File: config.mk
export PLATFORM = sky130hd
export DESIGN_NAME = or_move_instruction_exec
export DESIGN_NICKNAME = d
export VERILOG_FILES = /design/src/hdl/or_move_pkg.sv /design/src/hdl/or_move_instruction_exec.sv
export VERILOG_INCLUDE_DIRS = /design/src /design/src/hdl
export SDC_FILE = /design/constraint.sdc
export NUM_CORES = 1
export LEC_CHECK = 0
export BUFFER_PORTS_ARGS = -buffer_cell sky130_fd_sc_hd__buf_2
export CAP_MARGIN = 40
export CELL_PAD_IN_SITES_DETAIL_PLACEMENT = 1
export CELL_PAD_IN_SITES_GLOBAL_PLACEMENT = 2
export CORE_MARGIN = 5
export CORE_UTILIZATION = 45
export DETAILED_ROUTE_END_ITERATION = 10
export PLACE_DENSITY = 0.86
export SLEW_MARGIN = 20
export SYNTH_ARGS = -nofsm -noshare
export SYNTH_HDL_FRONTEND = slang
export SYNTH_SLANG_ARGS = --single-unit
File: constraint.sdc
create_clock -name clock -period 5.1 [get_ports clock]
set_input_delay 0.255 -clock clock [delete_from_list [all_inputs] [get_ports clock]]
set_output_delay 0.255 -clock clock [all_outputs]
set_load 0.01 [all_outputs]
File: src/hdl/or_move_map.svh
`ifndef OR_MOVE_MAP_SVH
`define OR_MOVE_MAP_SVH

// Field widths and reset values
`define DATA_W        8
`define FILE_ADDR_W   7
`define FILE_DEPTH    128
`define ACC_RESET     8'h00
`define STATUS_RESET  8'h00
`define ZERO_BIT      2
`define ZERO_BYTE     8'h00
`define ZERO_MASK     8'h04

`endif

File: src/hdl/or_move_pkg.sv
`include "or_move_map.svh"

package or_move_pkg;

	typedef enum logic [1:0]
	{
		op_none,
		or_literal_into_acc,
		or_acc_with_file,
		move_file_to_dest
	} op_t;

	typedef struct packed
	{
		op_t                         op;
		logic [`DATA_W-1:0]          literal;
		logic [`FILE_ADDR_W-1:0]     addr;
		logic                        dest_file;
	} instr_t;

	typedef struct packed
	{
		logic                        write;
		logic [`FILE_ADDR_W-1:0]     addr;
		logic [`DATA_W-1:0]          data;
	} file_wr_t;

endpackage

File: src/hdl/or_move_instruction_exec.sv
// Behaviour
// - The literal OR instruction ORs the accumulator with an 8-bit literal, writes the accumulator and sets zero.
// - The register OR instruction ORs the accumulator with file register 0..127 and sets zero from the result.
// - With selector 0 the register OR result goes to the accumulator and the file register stays unchanged.
// - With selector 1 the register OR result goes back to the addressed file register.
// - The move instruction reads file register 0..127 and, with selector 0, puts its value in the accumulator.
// - The move instruction with selector 1 writes the value back into the same file register.
// - The move instruction sets zero from the moved value even when it writes back to itself.

`include "or_move_map.svh"

module or_move_instruction_exec
#(
	parameter int depth = `FILE_DEPTH
)
(
	// Clock and reset
	input  wire logic                       clock,
	input  wire logic                       resetn,
	// Decoded instruction, one per cycle
	input  wire or_move_pkg::instr_t        instr,
	// Results
	output logic [`DATA_W-1:0]              acc,
	output logic [`DATA_W-1:0]              status,
	output or_move_pkg::file_wr_t           file_wr
);
	import or_move_pkg::*;

	// The address field is 7 bits wide, so a larger depth leaves cells unreachable and a smaller one leaves addresses with no cell
	if (depth != `FILE_DEPTH)
		$error("depth must match the 7-bit file address space");

	// ----------------------------------------
	// File registers
	// ----------------------------------------
	logic [`DATA_W-1:0] file_mem [depth];
	logic [`DATA_W-1:0] acc_reg;
	logic [`DATA_W-1:0] acc_next;
	logic [`DATA_W-1:0] status_reg;
	logic [`DATA_W-1:0] status_next;
	file_wr_t           file_wr_reg;
	file_wr_t           file_wr_next;
	logic [`DATA_W-1:0] operand;

	// Only the zero bit moves; every other status bit passes through untouched
	function automatic logic [`DATA_W-1:0] set_zero(input logic [`DATA_W-1:0] st,
		input logic [`DATA_W-1:0] res);
		logic [`DATA_W-1:0] s;
		s = st;
		s[`ZERO_BIT] = (res == `ZERO_BYTE);
		return s;
	endfunction

	// Read is combinational so the whole op fits in one cycle
	assign operand = file_mem[instr.addr];

	// ----------------------------------------
	// Execute
	// ----------------------------------------
	always_comb
	begin
		acc_next     = acc_reg;
		status_next  = status_reg;
		file_wr_next = '0;
		case (instr.op)
			or_literal_into_acc:
			begin
				acc_next    = acc_reg | instr.literal;
				status_next = set_zero(status_reg, acc_reg | instr.literal);
			end
			or_acc_with_file:
			begin
				status_next = set_zero(status_reg, acc_reg | operand);
				if (instr.dest_file)
				begin
					file_wr_next.write = 1'b1;
					file_wr_next.addr  = instr.addr;
					file_wr_next.data  = acc_reg | operand;
				end
				else
					acc_next = acc_reg | operand;
			end
			move_file_to_dest:
			begin
				status_next = set_zero(status_reg, operand);
				if (instr.dest_file)
				begin
					file_wr_next.write = 1'b1;
					file_wr_next.addr  = instr.addr;
					file_wr_next.data  = operand;
				end
				else
					acc_next = operand;
			end
			default:
			begin
				acc_next = acc_reg;
			end
		endcase
	end

	always_ff @(posedge clock or negedge resetn)
	begin
		if (!resetn)
		begin
			acc_reg     <= `ACC_RESET;
			status_reg  <= `STATUS_RESET;
			file_wr_reg <= '0;
		end
		else
		begin
			acc_reg     <= acc_next;
			status_reg  <= status_next;
			file_wr_reg <= file_wr_next;
		end
	end

	// Storage has no reset; contents are undefined until written
	// Written from the next value so a back-to-back read sees the new byte
	always_ff @(posedge clock)
	begin
		if (file_wr_next.write)
			file_mem[file_wr_next.addr] <= file_wr_next.data;
	end

	assign acc     = acc_reg;
	assign status  = status_reg;
	assign file_wr = file_wr_reg;
endmodule

* Yosys cells after proc, flatten, opt, wreduce, memory -nomap -nowiden
Memories as Yosys holds them, arrays and structs flattened.
Index checks and enable logic that the tools add are counted.
** Operators by class
- Eq/ne operators :: 5
- Mux-type cells :: 9
- Bitwise operators :: 2
- Reductions and logical operators :: 5
** Operators by type and width (number)
- $mux W16 :: 2
- $pmux W16 S2 :: 1
- $logic_not A8 Y1 :: 3
- $pmux W8 S3 :: 1
- $mux W8 :: 2
- $or A8 B8 Y8 :: 2
- $pmux W3 S3 :: 1
- $eq A2 B2 Y1 const B :: 2
- $ne A2 B2 Y1 const B :: 2
- $reduce_and A3 Y1 :: 1
- $reduce_bool A3 Y1 :: 1
- $eq A2 B1 Y1 const B :: 1
- $mux W1 :: 2
** Storage, ports and cells
- Flip-flop bits (word level) :: 25
- Bits in writable memories :: 1024
- Output and inout bits :: 32
- Logic and storage cells :: 27
- Memories kept :: 1
** Memory list
- file_mem :: depth 128, bits a word 8, read ports 1, clocked after Yosys merged registers in 0, write ports 1, line or_move_instruction_exec.sv:36 : logic [`DATA_W-1:0] file_mem [depth];

* Longest topological paths before layout
An unclocked memory read counts as a cell.
- Depth in word-level cells :: 6
- Depth in mapped cells :: 13

* Least setup slack after synthesis
Ideal clock, no wire load.
- Path kind :: input to register
- From :: in instr[1] in the netlist's numbering
- To :: mem file_mem[0][4] in the netlist's numbering (data pin)
- Library setup time :: 0.896 ns
- Arrival time :: 5.472 ns
- Data required time :: 4.204 ns
- Setup slack :: -1.268 ns
- Stages on the path :: 12
- Cell sequence :: buf_6 -> buf_12 -> buf_6 -> buf_6 -> buf_6 -> mux2i_1 -> o221ai_1 -> o21ai_0 -> a2111oi_0 -> a21o_1 -> a211oi_2 -> a21oi_1
** RTL lines
- start: declaration :: line or_move_instruction_exec.sv:21 : input wire or_move_pkg::instr_t instr,
- end: declaration :: line or_move_instruction_exec.sv:36

==> impl_metrics.toml <==
[synthesis]
ys_top_cells_by_area = "edfxtp_1 (75%), mux4_2 (13%), nor2_1 (1.5%)"
synth_flop_cell = "edfxtp_1"
synth_common_cells = "edfxtp_1 (1024), mux4_2 (245), nor2_1 (167)"
synth_seq_cells = 1049
synth_top_area_share_pct = 74.8
seq_area_frac_synth_pct = 76.4
yosysUniqueCellTypes = 62
synth_area_leader_cell = "edfxtp_1"
yosysMostFrequentCell = "edfxtp_1"
syn_inst = 2002
ys_warn_count = 0
synth_edf_count = 1024
syn_area_per_cell_um2 = 20.5
synth.cell_area_um2 = 41100
async_reset_ff_share_pct = 2.38

[floorplan]
io_pins = 52
die_h_um = 312
rows = 110
start_util_pct = 45.5
dieArea_um2 = 97400
fp.dieW_um = 312
core_um2 = 90300

[cts]
clockBufferDepth = 3
htree_levels = 3
postCtsSetupBuffers = 0
tritoncts = "built"
clk_latency_ns = 0.67
cts-root-buf = "clkbuf_16"
clk_pin_slew_ns = 0.07
cts.sinks = 1049
numCtsBuffers = 101

[cells_and_area]
fill_cells = 8021
largest_reg_flops = 1024
fin_util_pct = 52.3
area_growth_pct = 14.8
layout-drive-gt1-share_pct = 28.4
fin_nets = 2256
fin_cells = 3489

[sta]
fin_tns_setup_ns = 0
slew_headroom_pct = 35.2
setup_slack_ns = 1.25
fmax_ghz = 0.260
timing.final.crit_share_pct = 75.6
fin_worst_skew_ns = 0.0356
worstMarginPinSlew_ns = 0.965
rsz0062_at_grt = "no"
setup_viol = 0
min_period_ns = 3.85
final_max_slew_viol_count = 0
hold_viol = 0

[global_route]
grt_overflow = 0
grt_antenna_before_repair = 2
grt_pass1_vias = 22998
grt_usage_pct = 24.0
grt_max_degree = 129
grt_pass1_wl_um = 171000

[placement]
dpl.hpwl_um = 74800
place_congestion = 0.898
dp_cells = 3235
preCtsSetupSlack_ns = 0.842
numPortBuffers = 44

[power]
powerDensity_nw_per_um2 = 385
peakVddDrop_mv = 0.298
leakagePower_nw = 15.5

[outcome]
status = "completed"

[run]
drv_cap = 0

[critical_path]
worstSetupPathType = "input pin to flip-flop"
reg2regPathDepth = 7
required_ns = 5.40
cp_max_fo = 128
worstSetupStartpointType = "input pin"
end_kind = "flip-flop"
cp_data_arrival_time_ns = 4.16

[route]
routed_wl_um = 119000
drc = 0
dr.pass1.iters = 5
postRouteAntennaNets = 0
wire_per_inst_um = 34.1
drt_iter0_markers = 3088
viasPerCell = 6.41
vias = 22356

[min_path]
holdCritPathClass = "input pin to flip-flop"
whs_path_depth = 3
[logic make-up after synthesis]
family,Yosys count,share of synthesized area (%)
flops,1049,76.4
simple gates,349,3.68
mux,312,15.3
compound gates,166,2.80
buf+inv,125,1.89
other cells,1,0.00913
[per-layer routing]
metal  track usage (%)  vias up  wire length [um]
li1                  -     8711                 -
met2              37.8     1596             56200
met3              5.52      367             13300
met5                 0        -                 0
met4              11.1        0              6580
met1              32.2    11682             42900
[path summary, 6_finish.rpt]
path	start	to	slack (ns)
worst max register to register	file_mem[127][4]$_DFFE_PP_	file_mem[54][4]$_DFFE_PP_	1.59
worst max-delay path	instr[2]	file_mem[54][4]$_DFFE_PP_	1.25
worst min register to register	acc[4]$_DFFE_PN0P_	acc[4]$_DFFE_PN0P_	0.64
min in group asynchronous	resetn	file_wr[2]$_DFF_PN0_	0.13
worst min-delay path	instr[10]	acc[2]$_DFFE_PN0P_	0.03
max in group asynchronous	resetn	acc[5]$_DFFE_PN0P_	4.56
[area by class of cell]
cell class | count | area (um^2) | area share (%)
Sequential cell | 1049 | 31400 | 66.5
Multi-Input combinational cell | 834 | 9040 | 19.2
Clock buffer | 131 | 2780 | 5.88
Timing Repair Buffer | 241 | 1990 | 4.23
Tap cell | 1176 | 1470 | 3.12
Clock inverter | 48 | 484 | 1.03
Inverter | 9 | 33.8 | 0.0716
Antenna cell | 1 | 2.50 | 0.00530
[timing repair]
action | CTS | global route
hold buffers | 11 | 0
endpoints found under the setup margin | 0 | 0
resized for setup | 0 | 0
hold endpoints to repair | 33 | 0
[worst max-delay path, cell delays in order]
cell and delay [ns]:
buf_8 0.59, buf_12 0.28, buf_4 0.21, buf_4 0.18, mux4_2 0.31, a22o_1 0.23
o21ai_0 0.48, nand4_1 0.42, a211oi_2 0.58, a21oi_4 0.12, buf_12 0.30
[report_power, final]
group	total [mW]	internal, mW	leakage, nW	switching [mW]
clock network	7.50	4.32	1.60	3.18
registers	9.56	9.54	9.76	0.0207
logic	1.11	0.368	4.11	0.745
total	18.2	14.2	15.5	3.95
[cell usage in the layout, fill, tap and decap left out, types with 5 or more instances in the layout]
cell and instances:
o21ai_0 17, a22oi_1 13, dfrtp_1 25, a21oi_4 6
and3_1 7, nor3_1 13, mux2_2 24, nor2_1 165
bufinv_16 10, o221ai_1 16, edfxtp_1 1024, mux4_2 245
nor2b_1 6, buf_12 15, clkbuf_16 106, o22ai_1 22
nor4_1 5, buf_4 168, clkinv_2 17, a22o_1 7
conb_1 7, clkbuf_1 22, a21o_1 5, dlygate4sd3_1 11
a21oi_1 33, inv_1 7, buf_2 42, clkinv_1 18
a31oi_1 7, nand2_1 95, nand3b_1 6, mux2i_1 40
nand3_1 19, nand2b_1 10, o31ai_1 5
[per-stage QoR]
stage                     area (um^2)  hold slack, ns  power, mW
after floorplan                 41100         -0.0406       10.4
after global placement          43000           0.277       10.8
after detailed placement        43300           0.288       10.8
after CTS                       46700         0.00176       18.2
after global routing            47200          0.0357       18.7
final                           47200          0.0334       18.2
(Power assumes the default switching activity.)
